`config.mk`:
```
export PLATFORM = sky130hd
export DESIGN_NAME = sbo_single_bit_ops
export DESIGN_NICKNAME = d
export VERILOG_FILES = /design/src/logic/sbo_pkg.sv /design/src/logic/sbo_alu_if.sv /design/src/logic/sbo_bit_alu.sv /design/src/logic/sbo_single_bit_ops.sv
export SDC_FILE = /design/constraint.sdc
export NUM_CORES = 1
export LEC_CHECK = 0
export ABC_AREA = 1
export BUFFER_PORTS_ARGS = -buffer_cell sky130_fd_sc_hd__buf_2
export CAP_MARGIN = 10
export CORE_UTILIZATION = 25
export DETAILED_ROUTE_END_ITERATION = 8
export PLACE_DENSITY = 0.49
export SYNTH_ARGS = -nofsm -noshare
export SYNTH_HDL_FRONTEND = slang
export SYNTH_SLANG_ARGS = --single-unit
```
`constraint.sdc`:
```
create_clock -name mclk_i -period 2 [get_ports mclk_i]
set_clock_uncertainty 0.05 [all_clocks]
set_input_delay 0.6 -clock mclk_i [delete_from_list [all_inputs] [get_ports mclk_i]]
set_output_delay 0.6 -clock mclk_i [all_outputs]
set_load 0.01 [all_outputs]
```
`src/logic/sbo_pkg.sv`:
```
package sbo_pkg;
    localparam int WORD_W = 24;
    localparam int POS_W = 5;
    localparam int SEL_W = 2;
    localparam logic [4:0] POS_MAX = 5'h17;
    localparam int SIGN_BIT = 23;
    localparam int INSTR_BYTES = 2;
    localparam int INSTR_CYCLES = 2;
    localparam logic [23:0] ACC_RESET = 24'h000000;
    localparam logic [7:0] OPC_CLR = 8'hA0;
    localparam logic [7:0] OPC_INV = 8'hA1;
    localparam logic [7:0] OPC_SET = 8'hA2;
    localparam logic [1:0] ACC_X = 2'h0;
    localparam logic [1:0] ACC_Y = 2'h1;
    localparam logic [1:0] ACC_Z = 2'h2;
    localparam logic [1:0] ACC_R = 2'h3;
    localparam int ACC_COUNT = 4;
    localparam int ARG_DST_LSB = 5;
    localparam int ARG_POS_LSB = 0;
    localparam logic SIGN_RESET = 1'b0;
    localparam logic ZERO_RESET = 1'b1;

    typedef enum logic [1:0] {
        SBO_OP_CLR,
        SBO_OP_INV,
        SBO_OP_SET
    } sbo_op_type;

    typedef enum logic {
        SBO_IDLE,
        SBO_EXEC
    } sbo_state_type;
endpackage

```
`src/logic/sbo_alu_if.sv`:
```
`timescale 1ns/1ps
interface sbo_alu_if;
    import sbo_pkg::*;
    sbo_op_type op;
    logic [4:0] pos;
    logic [23:0] operand;
    logic [23:0] result;
    logic sign;
    logic zero;
    modport ctrl (output op, output pos, output operand,
                  input result, input sign, input zero);
    modport alu (input op, input pos, input operand,
                 output result, output sign, output zero);
endinterface

```
`src/logic/sbo_bit_alu.sv`:
```
`timescale 1ns/1ps
module sbo_bit_alu
    import sbo_pkg::*;
(
    sbo_alu_if.alu a
);
    function automatic logic [23:0] onehot(input logic [4:0] p);
        onehot = 24'h000001 << p;
    endfunction

    wire [23:0] mask = onehot(a.pos);
    wire [23:0] res_clr = a.operand & ~mask; // (RULE1)
    wire [23:0] res_inv = a.operand ^ mask; // (RULE2)
    wire [23:0] res_set = a.operand | mask; // (RULE3)

    assign a.result = (a.op == SBO_OP_CLR) ? res_clr :
                      (a.op == SBO_OP_INV) ? res_inv : res_set;
    assign a.sign = a.result[SIGN_BIT]; // (RULE7)
    assign a.zero = (a.result == 24'h000000); // (RULE7)
endmodule // sbo_bit_alu

```
`src/logic/sbo_single_bit_ops.sv`:
```
`timescale 1ns/1ps
// Operation
// (RULE1) Bit clear forces selected destination bit to zero, others kept.
// (RULE2) Bit invert complements selected destination bit, writes it back.
// (RULE3) Bit set forces selected destination bit to one, others kept.
// (RULE4) Destination is one of four working registers; position 0 to 23.
// (RULE5) Instruction is two bytes long and completes in two cycles.
// (RULE6) Sign and zero flags update from the result; no other flags.
// (RULE7) Sign is result bit 23; zero set when all 24 bits zero.
module sbo_single_bit_ops
    import sbo_pkg::*;
(
    // Clock and reset
    input wire logic mclk_i,
    input wire logic rst_n_i,
    // Instruction in, two bytes
    input wire logic instr_valid_i,
    input wire logic [7:0] instr_op_i,
    input wire logic [7:0] instr_arg_i,
    // Status
    output logic busy_o,
    output logic done_o,
    output logic illegal_o,
    // Working registers and flags
    output logic [23:0] reg_x_o,
    output logic [23:0] reg_y_o,
    output logic [23:0] reg_z_o,
    output logic [23:0] reg_r_o,
    output logic sign_o,
    output logic zero_o
);
    sbo_alu_if alu_bus ();

    sbo_state_type state;
    sbo_state_type next_state;
    logic [23:0] working_register [ACC_COUNT];
    logic [23:0] next_working_register [ACC_COUNT];
    sbo_op_type held_op;
    sbo_op_type next_held_op;
    logic [1:0] held_dst;
    logic [1:0] next_held_dst;
    logic [4:0] held_pos;
    logic [4:0] next_held_pos;
    logic done;
    logic next_done;
    logic illegal;
    logic next_illegal;
    logic sign;
    logic next_sign;
    logic zero;
    logic next_zero;

    // Opcode byte is one of the three bit operations
    function automatic logic is_bit_op(input logic [7:0] code);
        is_bit_op = (code == OPC_CLR) || (code == OPC_INV)
                    || (code == OPC_SET);
    endfunction

    // Unknown codes fall through to set; start never lets them run
    function automatic sbo_op_type decode_op(input logic [7:0] code);
        if (code == OPC_CLR)
            decode_op = SBO_OP_CLR;
        else if (code == OPC_INV)
            decode_op = SBO_OP_INV;
        else
            decode_op = SBO_OP_SET;
    endfunction

    // Argument byte: destination field above the position field
    function automatic logic [1:0] dest_field(input logic [7:0] arg);
        dest_field = arg[ARG_DST_LSB +: SEL_W];
    endfunction

    function automatic logic [4:0] pos_field(input logic [7:0] arg);
        pos_field = arg[ARG_POS_LSB +: POS_W];
    endfunction

    function automatic logic pos_in_range(input logic [4:0] p);
        pos_in_range = (p <= POS_MAX);
    endfunction

    wire [1:0] arg_dst = dest_field(instr_arg_i);
    wire [4:0] arg_pos = pos_field(instr_arg_i);
    wire op_known = is_bit_op(instr_op_i);
    wire pos_ok = pos_in_range(arg_pos); // (RULE4)
    wire idle = (state == SBO_IDLE);
    wire accept = idle && instr_valid_i; // (RULE5)
    wire legal = op_known && pos_ok;
    wire start = accept && legal;
    wire reject = accept && !legal;
    wire finish = (state == SBO_EXEC); // (RULE5)

    assign alu_bus.op = held_op;
    assign alu_bus.pos = held_pos;
    assign alu_bus.operand = working_register[held_dst]; // (RULE4)

    sbo_bit_alu u_alu (
        .a(alu_bus.alu)
    );

    // Cycle 1 latches the instruction, cycle 2 writes back
    always_comb
    begin
        next_state = state;
        next_held_op = held_op;
        next_held_dst = held_dst;
        next_held_pos = held_pos;
        case (state)
            SBO_IDLE:
            begin
                if (start)
                begin
                    next_state = SBO_EXEC; // (RULE5)
                    next_held_op = decode_op(instr_op_i);
                    next_held_dst = arg_dst;
                    next_held_pos = arg_pos;
                end
            end
            SBO_EXEC:
            begin
                next_state = SBO_IDLE; // (RULE5)
            end
            default:
            begin
                next_state = SBO_IDLE;
            end
        endcase
    end

    always_ff @(posedge mclk_i)
    begin
        if (!rst_n_i)
        begin
            state <= SBO_IDLE;
        end
        else
        begin
            state <= next_state;
        end
    end

    always_ff @(posedge mclk_i)
    begin
        if (!rst_n_i)
        begin
            held_op <= SBO_OP_CLR;
            held_dst <= ACC_X;
            held_pos <= 5'h00;
        end
        else
        begin
            held_op <= next_held_op;
            held_dst <= next_held_dst;
            held_pos <= next_held_pos;
        end
    end

    // Only the held destination is rewritten, the others keep
    always_comb
    begin
        for (int i = 0; i < ACC_COUNT; i++)
            next_working_register[i] = working_register[i];
        if (finish)
            next_working_register[held_dst] = alu_bus.result; // (RULE1)
    end

    // Sign and zero are the only flags this block drives
    always_comb
    begin
        next_sign = sign;
        next_zero = zero;
        if (finish)
        begin
            next_sign = alu_bus.sign; // (RULE6)
            next_zero = alu_bus.zero; // (RULE6)
        end
    end

    always_ff @(posedge mclk_i)
    begin
        if (!rst_n_i)
        begin
            for (int i = 0; i < ACC_COUNT; i++)
                working_register[i] <= ACC_RESET;
        end
        else
        begin
            for (int i = 0; i < ACC_COUNT; i++)
                working_register[i] <= next_working_register[i];
        end
    end

    always_ff @(posedge mclk_i)
    begin
        if (!rst_n_i)
        begin
            sign <= SIGN_RESET;
            zero <= ZERO_RESET;
        end
        else
        begin
            sign <= next_sign;
            zero <= next_zero;
        end
    end

    // Pulses follow the edge that writes back or refuses
    always_comb
    begin
        next_done = finish;
        next_illegal = reject;
    end

    always_ff @(posedge mclk_i)
    begin
        if (!rst_n_i)
        begin
            done <= 1'b0;
            illegal <= 1'b0;
        end
        else
        begin
            done <= next_done;
            illegal <= next_illegal;
        end
    end

    assign busy_o = (state == SBO_EXEC);
    assign done_o = done;
    assign illegal_o = illegal;
    assign reg_x_o = working_register[ACC_X];
    assign reg_y_o = working_register[ACC_Y];
    assign reg_z_o = working_register[ACC_Z];
    assign reg_r_o = working_register[ACC_R];
    assign sign_o = sign;
    assign zero_o = zero;
endmodule // sbo_single_bit_ops

```
# ---- Yosys cells after proc, flatten, opt, wreduce, memory -nomap -nowiden
# Memories as Yosys holds them, arrays and structs flattened. A register that Yosys moved wholly into a read port is not among the register bits.
# Index checks and enable logic that the tools add are counted.
# W data, S select, Z words.
dict set report totals {
  mem_count 1
  ramBits 96
  register_bits 14
  out_inout_bits 101
  elab_cells 56
}
dict set report classes {
  order_cmp 3
  n_eq_ne 4
  shift 1
  n_bitwise 10
  n_mux 18
  n_reduce_logical 11
}
# name words width rd rd_clocked_by_memory_dff wr line_no
set memory_table {}
lappend memory_table {working_register 4 24 5 1 4 sbo_single_bit_ops.sv:36} ;# logic [23:0] working_register [ACC_COUNT];
# op n
set ops {}
lappend ops {{$mux W24} 7}
lappend ops {{$bwmux W96} 1}
lappend ops {{$mux W96} 1}
lappend ops {{$demux W24 S2} 1}
lappend ops {{$and A24 B24 Y24} 1}
lappend ops {{$eq A8 B8 Y1 const B} 3}
lappend ops {{$logic_not A24 Y1} 1}
lappend ops {{$not A24 Y24} 1}
lappend ops {{$or A24 B24 Y24} 1}
lappend ops {{$shl A1 B5 Y24 const A} 1}
lappend ops {{$xor A24 B24 Y24} 1}
lappend ops {{$mux W2} 4}
lappend ops {{$le A5 B5 Y1 const B} 1}
lappend ops {{$logic_and A1 B1 Y1} 5}
lappend ops {{$or A1 B1 Y1} 4}
lappend ops {{$ge A3 B3 Y1 const B} 1}
lappend ops {{$lt A3 B1 Y1 const B} 1}
lappend ops {{$mux W1} 3}
lappend ops {{$not A2 Y3} 1}
lappend ops {{$eq A2 B1 Y1 const B} 1}
lappend ops {{$logic_not A2 Y1} 1}
lappend ops {{$logic_or A1 B1 Y1} 2}
lappend ops {{$pmux W1 S2} 1}
lappend ops {{$reduce_and A2 Y1} 1}
lappend ops {{2 further kinds} 2}

# ---- Depth between registers and ports, before layout
# Gate-level depths: netlist of the first run.
dict set report logic_depth {
  word_depth 8
  ltp_mapped 17
  depth_no_buf 15
}

# ---- Cells and area by module
# Synthesis of the first run repeated with hierarchy kept, for this count alone.
dict set report hier_totals {
  hier_cells 943
  hier_area_um2 6449.9
}
# module cells_each instances area_each_um2
set by_module_without_submodules {}
lappend by_module_without_submodules {sbo_single_bit_ops 657 1 4737.0}
lappend by_module_without_submodules {sbo_bit_alu 286 1 1712.9}

# ---- Worst setup path before layout of the first run
# OpenSTA, ideal clock, no wires.
dict set report synth_path {
  path_kind {reg2reg}
  start {reg (tool-made name)}
  end {reg zero (netlist: zero_o)}
  stages_incl_launch_ff 17
  n_path_buf 2
  period_less_slack_ns 2.074
  path_slack_ns -0.074
  arrival_time_ns 1.966
  path_cell_list {dfxtp_1 > inv_1 > buf_2 > buf_2 > nand2_1 > a32oi_1 > inv_1 > ha_1 > inv_1 > nor2_1 > nor2_1 > nand2_1 > nor2_1 > nand2_1 > nor2_1 > nand2_1 > nand2_1}
}
# item line_no
set synth_lines {}
lappend synth_lines {{end signal: assignment} sbo_single_bit_ops.sv:203} ;# zero <= next_zero;
lappend synth_lines {{end: declaration} sbo_single_bit_ops.sv:50} ;# logic zero;

==> summary.md, run 1 <==
| Metric | Value |
|---|---|
| Initial core utilization | `25.6%` |
| Remaining antenna violation count | `0` |
| Final period util | `109%` |
| Share of cells above drive strength 1 | `39.1%` |
| TritonCTS clock tree | `yes` |
| Number of global-route vias before repair | `5877` |
| Commonest non-fill, non-tap cell in the layout | `nand2_1` |
| Die height | `158 um` |
| WP data arrival | `2450 ps` |
| Post-synthesis cell type count | `29` |
| Die Width | `158 um` |
| Highest-count cells in the layout ignoring fill and taps | `130 x nand2_1, 118 x buf_2, 111 x dfxtp_1` |
| Mux cell area share after synthesis | `0%` |
| Post-route cell area | `8880 um2` |
| Die area | `24800 um2` |
| Via density | `4.64` |
| Fraction of the mapped netlist area in adder cells | `9.92%` |
| Synth-to-Final Area Change | `46.8%` |
| Post-Syn Nets | `896` |
| Leak | `0.00387 uW` |
| First-pass GRT wire length | `31400 um` |
| Clk root buf | `clkbuf_16` |
| Post-Synth XOR/XNOR Area | `0%` |
| I/O Pins | `120` |
| # clock sinks | `112` |
| GRT Util Overall | `16.3%` |
| WL/cell | `15.1 um` |
| Crit path launch type | `flip-flop` |
| WP data required | `2260 ps` |
| Pwr Density | `466 nW/um2` |
| Sequential fraction of the synthesis area | `37.0%` |
| Design Power | `4140 uW` |
| Simple-Gate Fraction of Synth Area | `20.0%` |
| DP Area | `7740 um2` |
| Worst-Skew Late Latency | `360 ps` |
| Fmax achieved | `457 MHz` |
| Grt ovf | `0` |
| Failing checks | `setup timing` |
| Reg clk slew, reported paths | `70 ps` |
| Synthesized area per cell | `7.30 um2` |
| H-tree Lvls | `3` |
| Pins Over Slew Limit | `0` |
| Routed vias | `6227` |
| GPL Wtd Cong | `0.809` |
| Top FF cell, synth | `dfxtp_1` |
| TNS Setup | `-318 ps` |
| Worst IR drop on VDD | `0.364 mV` |
| Main combinational cell family by area after synthesis | `compound AO/OA/AOI/OAI gates` |
| Setup-failing EPs final | `11` |
| Initial antenna violation count | `0` |
| Fillcell total | `2468` |
| 1st-iter DRT viols | `352` |
| Routed WL | `20300 um` |
| Hpwl dp | `13800 um` |
| Worst-path fanout max | `5` |
| Final Hold Fails | `0` |
| Row Count | `56` |
| Antenna fix cells | `0` |
| Synth Instances | `829` |
| HP Class | `reg -> reg` |
| I/O Buffers | `118` |
| Synthesized cell area | `6050 um2` |
| Pin count of the biggest net entering global routing | `49` |
| CP Class | `reg -> reg` |
| Remaining DRCs | `0` |
| Slew headroom | `69.8%` |
| Flops & latches, synth | `112` |
| Crit path time final | `2190 ps` |
| Synth Area in Compound Gates | `23.2%` |
| RSZ-0062 raised after global routing | `yes` |
| Hold_buf cts | `0` |
| Status | `finished with violations` |
| YS warnings | `0` |
| Share of synthesized flip-flops with an asynchronous set or reset | `0%` |
| CP Capture Type | `flip-flop` |
| Max-Cap Viols | `0` |
| CTS buffer count | `9` |
| Nets | `1086` |
| Core Region | `23600 um2` |
| Slew @ Worst Pin | `449 ps` |
| Max Buffers Root-to-Sink | `2` |
| Number of synthesized flops with an enable pin | `0` |
| 1st-pass router iterations | `4` |
| Final WS setup | `-189 ps` |
==> final timing paths <==
path	start	end	slack, ps	depth (start not counted)
worst min register to register	alu_bus.pos[3]$_SDFFE_PN0P_	alu_bus.pos[3]$_SDFFE_PN0P_	440	2
worst min-delay path	alu_bus.pos[3]$_SDFFE_PN0P_	alu_bus.pos[3]$_SDFFE_PN0P_	440	2
worst max-delay path	flip-flop	zero_o$_SDFFE_PN1P_	-190	16
worst max register to register	flip-flop	zero_o$_SDFFE_PN1P_	-190	16
==> through the flow <==
step           util [%]  setup WS, ps  std cells  hold WS (ps)
4_1_cts            35.0          -234       1333           450
3_3_place_gp       32.8          -373       1315           430
3_5_place_dp       32.8          -414       1315           431
5_1_grt            37.6          -335       1342           477
2_1_floorplan         -          2.81        829           409
6_report           37.6          -189       1342           442
==> synthesized netlist by cell type, types with 7 or more instances <==
cell type | n | area share [%]
o21ai_0 | 97 | 8.0
a21oi_1 | 129 | 11
nand2_1 | 155 | 9.6
nor3_1 | 10 | 0.83
nor2_1 | 40 | 2.5
nand3_1 | 38 | 3.1
ha_1 | 48 | 9.9
dfxtp_1 | 112 | 37
inv_1 | 75 | 4.7
a32oi_1 | 24 | 3.5
buf_2 | 26 | 2.2
nor2_2 | 7 | 0.72
clkbuf_1 | 22 | 1.4
nand3b_1 | 7 | 0.87
==> metal layers <==
| layer | up-vias | GRT usage [%] | part of all wire (%) |
|---|---|---|---|
| li1 | 3169 | - | - |
| met1 | 2934 | 21.6 | 48 |
| met2 | 106 | 27.5 | 48 |
| met3 | 18 | 2.79 | 3.3 |
| met4 | 0 | 3.98 | 1.6 |
| met5 | - | 0 | 0 |
==> critical path: stages, from the launching register on <==
cell	delay, ps
dfxtp_4	380
inv_8	80
buf_12	110
buf_16	110
nand2_1	60
a32oi_2	200
inv_1	70
ha_1	290
inv_1	70
nor2_2	40
nor2_2	90
nand2_1	80
nor2_2	170
nand2_1	80
nor2_1	100
nand2_1	80
nand2_1	60
==> sequential cells by signal (all words and copies together) (netlist names), named ones only <==
register and flops:
working_register 96, alu_bus.pos 5, alu_bus.op 2, held_dst 2, busy_o 1, done_o 1
illegal_o 1, sign_o 1, zero_o 1
==> cells by family (layout without fill, tap and decap cells) <==
kind of cell               count (synthesis)  in the layout
DFF                                      112            112
AOI/OAI and AO/OA                        256            256
adders and majority gates                 48             48
buffers and inverters                    138            332
and+or+nand+nor                          275            275
==> cell type report <==
type	instances	area [um2]	area share, %
clock inverters	2	13.8	0.155
clock buffers	13	260	2.93
well taps	319	399	4.49
flip-flops and latches	112	2250	25.3
inverters	80	338	3.80
repair buffers	237	1770	19.9
multi-input cells	579	3860	43.5
==> power breakdown <==
part	leakage, uW	total [uW]	internal (uW)	switching, uW
Sequential	0.000903	2230	2230	2.75
Combinational	0.00284	172	74.8	97.2
Clock	0.000136	1730	912	821
==> timing repair <==
action / 4_1_cts / 5_1_grt
gates cloned: 1 / 2
pin swaps: 8 / 52
endpoints found under the setup margin: 96 / 98
resized for setup: 48 / 119
setup buffers: 2 / 14
No activity file was read; power rests on OpenSTA's default activity.
==> inputs of run 2 (changes only) <==
--- a/config.mk
+++ b/config.mk
@@ -8,9 +8,11 @@
 export ABC_AREA = 1
 export BUFFER_PORTS_ARGS = -buffer_cell sky130_fd_sc_hd__buf_2
 export CAP_MARGIN = 10
+export CELL_PAD_IN_SITES_DETAIL_PLACEMENT = 2
+export CELL_PAD_IN_SITES_GLOBAL_PLACEMENT = 2
 export CORE_UTILIZATION = 25
 export DETAILED_ROUTE_END_ITERATION = 8
-export PLACE_DENSITY = 0.49
+export PLACE_DENSITY = 0.74
 export SYNTH_ARGS = -nofsm -noshare
 export SYNTH_HDL_FRONTEND = slang
 export SYNTH_SLANG_ARGS = --single-unit
==> run 2 against run 1 <==
The flow still finishes with violations (setup timing); cell area is 6.8% higher; combinational power is 17% higher; fmax is 13% lower; first-iteration DRC count is 11% lower; critical path type unchanged; largest power group unchanged.
==> summary.md, run 2 (synthesized netlist as in run 1, its figures left out) <==
| Metric | Value |
|---|---|
| Highest-count cells in the layout ignoring fill and taps | `127 x nand2_1, 118 x buf_2, 109 x dfxtp_1` |
| Pwr Density | `465 nW/um2` |
| RSZ-0062 raised after global routing | `yes` |
| Number of global-route vias before repair | `7407` |
| WP data arrival | `2780 ps` |
| Status | `finished with violations` |
| P_int | `3300 uW` |
| Reg clk slew, reported paths | `80 ps` |
| Clk root buf | `clkbuf_16` |
| Leak | `0.00409 uW` |
| Final Hold Fails | `0` |
| Hold_buf cts | `0` |
| Crit path launch type | `flip-flop` |
| First-pass GRT wire length | `42100 um` |
| Hold_ws | `457 ps` |
| WL/cell | `23.3 um` |
| Max-Cap Viols | `0` |
| Pins Over Slew Limit | `0` |
| Initial core utilization | `25.6%` |
| Register area | `2250 um2` |
| GPL Wtd Cong | `0.796` |
| I/O Pins | `120` |
| Gate power share | `4.6%` |
| Pin count of the biggest net entering global routing | `49` |
| Slew @ Worst Pin | `494 ps` |
| CP Capture Type | `flip-flop` |
| Die Width | `158 um` |
| Routed WL | `31800 um` |
| Commonest non-fill, non-tap cell in the layout | `nand2_1` |
| 1st-pass router iterations | `4` |
| Hpwl dp | `17600 um` |
| Routed vias | `6963` |
| Core Region | `23600 um2` |
| Seq pwr share | `50.5%` |
| TritonCTS clock tree | `yes` |
| Initial antenna violation count | `0` |
| Remaining DRCs | `0` |
| I/O Buffers | `118` |
| Synth-to-Final Area Change | `56.8%` |
| Antenna fix cells | `0` |
| Pre-CTS setup slack | `-528 ps` |
| Remaining antenna violation count | `0` |
| Failing checks | `setup timing` |
| Final period util | `126%` |
| NetSw | `1110 uW` |
| Worst-path fanout max | `7` |
| Clock share of power | `44.9%` |
| Nets | `1106` |
| CTS buffer count | `9` |
| Die area | `24800 um2` |
| Core Util, Final | `40.2%` |
| Max reg flops | `96` |
| Final WS setup | `-522 ps` |
| Die height | `158 um` |
| # clock sinks | `112` |
| Multi-input gate area | `4140 um2` |
| Grt ovf | `0` |
| Row Count | `56` |
| Slew headroom | `66.8%` |
| Fmax achieved | `396 MHz` |
| Fillcell total | `2676` |
| Crit path time final | `2520 ps` |
| Share of cells above drive strength 1 | `46.1%` |
| FF-to-FF setup slack | `-520 ps` |
| Max Buffers Root-to-Sink | `2` |
| Worst IR drop on VDD | `0.350 mV` |
| H-tree Lvls | `3` |
| Setup-failing EPs final | `95` |
| HP Class | `in -> reg` |
| WP data required | `2260 ps` |
| 1st-iter DRT viols | `312` |
| Biggest register | `working_register` |
| GRT Util Overall | `22.4%` |
| Via density | `5.11` |
| Sw Ratio | `25.2%` |
| CP Class | `reg -> reg` |
| Worst-Skew Late Latency | `370 ps` |
==> run 2: worst max-delay path, stage by stage, from the launching register on <==
cell	delay, ps
dfxtp_4	380
buf_12	130
buf_12	120
buf_12	140
buf_8	120
nand2_4	60
a32oi_4	270
inv_2	100
ha_4	230
inv_2	60
nor2_2	40
nor2_2	180
nand2_1	90
nor2_1	110
nand2_1	70
nor2_1	120
nand2_1	100
nand2_1	80
==> run 2: power groups by stage <==
stage | clock, uW | combinational (uW) | sequential (uW)
after global routing | 2070 | 214 | 2230
after global placement | 0 | 157 | 2290
after detailed placement | 0 | 162 | 2290
after CTS | 1990 | 174 | 2230
final | 1980 | 201 | 2230
after floorplan | 0 | 79.2 | 2290
==> run 2: path summary, 6_finish.rpt <==
path | cells after the start | end | from
worst max-delay path | 17 | zero_o$_SDFFE_PN1P_ | flip-flop
worst min-delay path | 3 | alu_bus.op[0]$_SDFFE_PN0P_ | instr_op_i[0]
worst max register to register | 17 | zero_o$_SDFFE_PN1P_ | flip-flop
worst min register to register | 2 | alu_bus.pos[3]$_SDFFE_PN0P_ | alu_bus.pos[3]$_SDFFE_PN0P_
==> run 2: final cells by class <==
class,instances,area share (%)
flip-flops and latches,112,23.7
multi-input cells,579,43.6
clock inverters,6,0.804
well taps,319,4.21
inverters,80,3.75
clock buffers,9,2.37
repair buffers,257,21.5
==> run 2: timing repair <==
action	4_1_cts	5_1_grt
cloned	2	3
gates resized for setup	91	173
endpoints found under the setup margin	94	98
buffers inserted	12	16
pin swaps	30	68
==> run 2: metrics by stage <==
step                power, uW  cell area, um2  setup TNS, ps  instances
finish                   4410            9490         -13370       1362
global route             4520            9490         -20380       1362
CTS                      4400            8610          -5330       1348
detailed placement       2450            7770         -15560       1321
global placement         2440            7770          -8120       1321
floorplan                2370            6080              0        829
==> run 2: layer usage <==
metal | up-vias | wire (um) | GRT usage, %
li1 | 3200 | - | -
met5 | - | 0 | 0
met1 | 3515 | 12700 | 25.6
met2 | 171 | 16900 | 43.2
met3 | 77 | 839 | 2.55
met4 | 0 | 1410 | 6.43
==> inputs of run 3 (changes only) <==
--- a/config.mk
+++ b/config.mk
@@ -12,7 +12,7 @@
 export CELL_PAD_IN_SITES_GLOBAL_PLACEMENT = 2
 export CORE_UTILIZATION = 25
 export DETAILED_ROUTE_END_ITERATION = 8
-export PLACE_DENSITY = 0.74
+export PLACE_DENSITY_LB_ADDON = 0.1
 export SYNTH_ARGS = -nofsm -noshare
 export SYNTH_HDL_FRONTEND = slang
 export SYNTH_SLANG_ARGS = --single-unit
==> run 3 against run 2 <==
The run still ends with setup timing left; non-clock buffer count increased by 6; die area is the same; global-route usage down 0.95 points; final cell count increased by 0.51%; sequential share of layout area increased by 0.29 points; fmax increased by 6.6%; total power down 3.5%; largest power group unchanged; setup slack improved by 160 ps; combinational power down 4%; clock-buffer cell count increased by 2.
==> summary.md, run 3 (synthesized netlist as in run 1, its figures left out) <==
| Metric | Value |
|---|---|
| Status | `finished with violations` |
| Failing checks | `setup timing` |
| GPL Wtd Cong | `0.776` |
| Initial core utilization | `25.6%` |
| Nets | `1112` |
| Worst IR drop on VDD | `0.309 mV` |
| CP Class | `reg -> reg` |
| Die area | `24800 um2` |
| Gate power share | `4.5%` |
| Worst-path fanout max | `10` |
| Setup-failing EPs final | `64` |
| Fmax achieved | `423 MHz` |
| # clock sinks | `112` |
| Hold_buf cts | `0` |
| CTS buffer count | `9` |
| Fillcell total | `2662` |
| Register area | `2250 um2` |
| Remaining antenna violation count | `0` |
| Pin count of the biggest net entering global routing | `55` |
| RSZ-0062 raised after global routing | `yes` |
| Row Count | `56` |
| Biggest register | `working_register` |
| WP data arrival | `2620 ps` |
| WL/cell | `20.1 um` |
| Routed vias | `6856` |
| Antenna fix cells | `0` |
| Multi-input gate area | `4030 um2` |
| Post-route cell area | `9380 um2` |
| I/O Pins | `120` |
| Die Width | `158 um` |
| Hpwl dp | `18500 um` |
| GRT Util Overall | `21.4%` |
| DP Area | `7720 um2` |
| Max reg flops | `96` |
| Via density | `5.01` |
| Die height | `158 um` |
| 1st-iter DRT viols | `233` |
| TritonCTS clock tree | `yes` |
| Highest-count cells in the layout ignoring fill and taps | `122 x nand2_1, 118 x buf_2, 108 x dfxtp_1` |
| Share of cells above drive strength 1 | `44.4%` |
| Number of global-route vias before repair | `7379` |
| Core Region | `23600 um2` |
| Grt ovf | `0` |
| Synth-to-Final Area Change | `55.0%` |
| CP Capture Type | `flip-flop` |
| Max-Cap Viols | `0` |
| 1st-pass router iterations | `4` |
| NetSw | `1030 uW` |
| Max Buffers Root-to-Sink | `2` |
| Sw Ratio | `24.1%` |
| Crit path time final | `2370 ps` |
| Final period util | `118%` |
| P_int | `3230 uW` |
| Clock share of power | `43.1%` |
| Remaining DRCs | `0` |
| Slew headroom | `64.9%` |
| HP Class | `reg -> reg` |
| Hold_ws | `454 ps` |
| Leak | `0.00411 uW` |
| H-tree Lvls | `3` |
| Slew @ Worst Pin | `522 ps` |
| Clk root buf | `clkbuf_16` |
| Routed WL | `27500 um` |
| Reg clk slew, reported paths | `80 ps` |
| Pins Over Slew Limit | `0` |
| Pre-CTS setup slack | `-537 ps` |
| WP data required | `2250 ps` |
| HP Start | `zero_o$_SDFFE_PN1P_` |
| Final Hold Fails | `0` |
| Initial antenna violation count | `0` |
| First-pass GRT wire length | `40500 um` |
| Worst-Skew Late Latency | `360 ps` |
| Seq pwr share | `52.4%` |
| Commonest non-fill, non-tap cell in the layout | `nand2_1` |
| I/O Buffers | `118` |
| Final WS setup | `-367 ps` |
| Pwr Density | `454 nW/um2` |
| Crit path launch type | `flip-flop` |
## run 3: cell count changes in the layout (fill, tap and decap cells not counted), sizes merged
cell / before / now
buf: 254 / 259
clkbuf: 12 / 14
clkinvlp: 0 / 2
inv: 79 / 77
bufbuf: 0 / 1
bufinv: 1 / 0
## run 3: timing repair
action | CTS | global route
gates resized for setup | 95 | 148
endpoints found under the setup margin | 98 | 98
gates cloned | 4 | 4
pin swaps | 9 | 48
hold endpoints to repair | 0 | 0
buffers inserted | 6 | 24
## run 3: power groups by stage
stage | logic (uW) | registers [uW] | clock network [uW]
after floorplan | 79.2 | 2290 | 0
after global placement | 155 | 2290 | 0
after detailed placement | 164 | 2290 | 0
after CTS | 176 | 2230 | 1900
after global routing | 210 | 2230 | 1980
final | 193 | 2230 | 1840
## run 3: worst paths after layout
check | to | cells after the start | slack (ps)
setup / recovery | zero_o$_SDFFE_PN1P_ | 15 | -370
hold / removal | zero_o$_SDFFE_PN1P_ | 2 | 450
setup reg to reg | zero_o$_SDFFE_PN1P_ | 15 | -370
hold reg to reg | zero_o$_SDFFE_PN1P_ | 2 | 450
## run 3: final cells by class
cell class / instances / area share, %
Tap cell: 319 / 4.26
Clock inverter: 5 / 0.440
Timing Repair Buffer: 263 / 21.9
Inverter: 80 / 3.76
Multi-Input combinational cell: 579 / 43.0
Clock buffer: 11 / 2.69
Sequential cell: 112 / 24.0
## run 3: worst max-delay path: stages (launching register included)
cell and delay, ps:
dfxtp_4 450, buf_12 170, nand2_2 50, a32oi_2 230, buf_4 160, inv_1 40
ha_1 260, nand3_1 90, nand2_1 70, nor2_2 130, nand2_1 70, nor2_2 160
nand2_1 80, nor2_2 110, nand2_2 90, nand2_1 80
## run 3: per-layer routing
layer	track usage, %	up-vias	routed length [um]
met5	0	-	0
met4	5.22	0	350
met3	2.57	25	754
met2	40.9	130	14700
met1	25.2	3489	11700
li1	-	3212	-
## run 3: stage by stage
stage / std cells / TNS [ps] / total power (uW) / util, %
after floorplan: 829 / 0 / 2370 / -
after global placement: 1322 / -6820 / 2440 / 32.7
after detailed placement: 1322 / -15190 / 2450 / 32.7
after CTS: 1348 / -2840 / 4310 / 36.3
after global routing: 1369 / -13390 / 4420 / 39.7
final: 1369 / -5100 / 4260 / 39.7
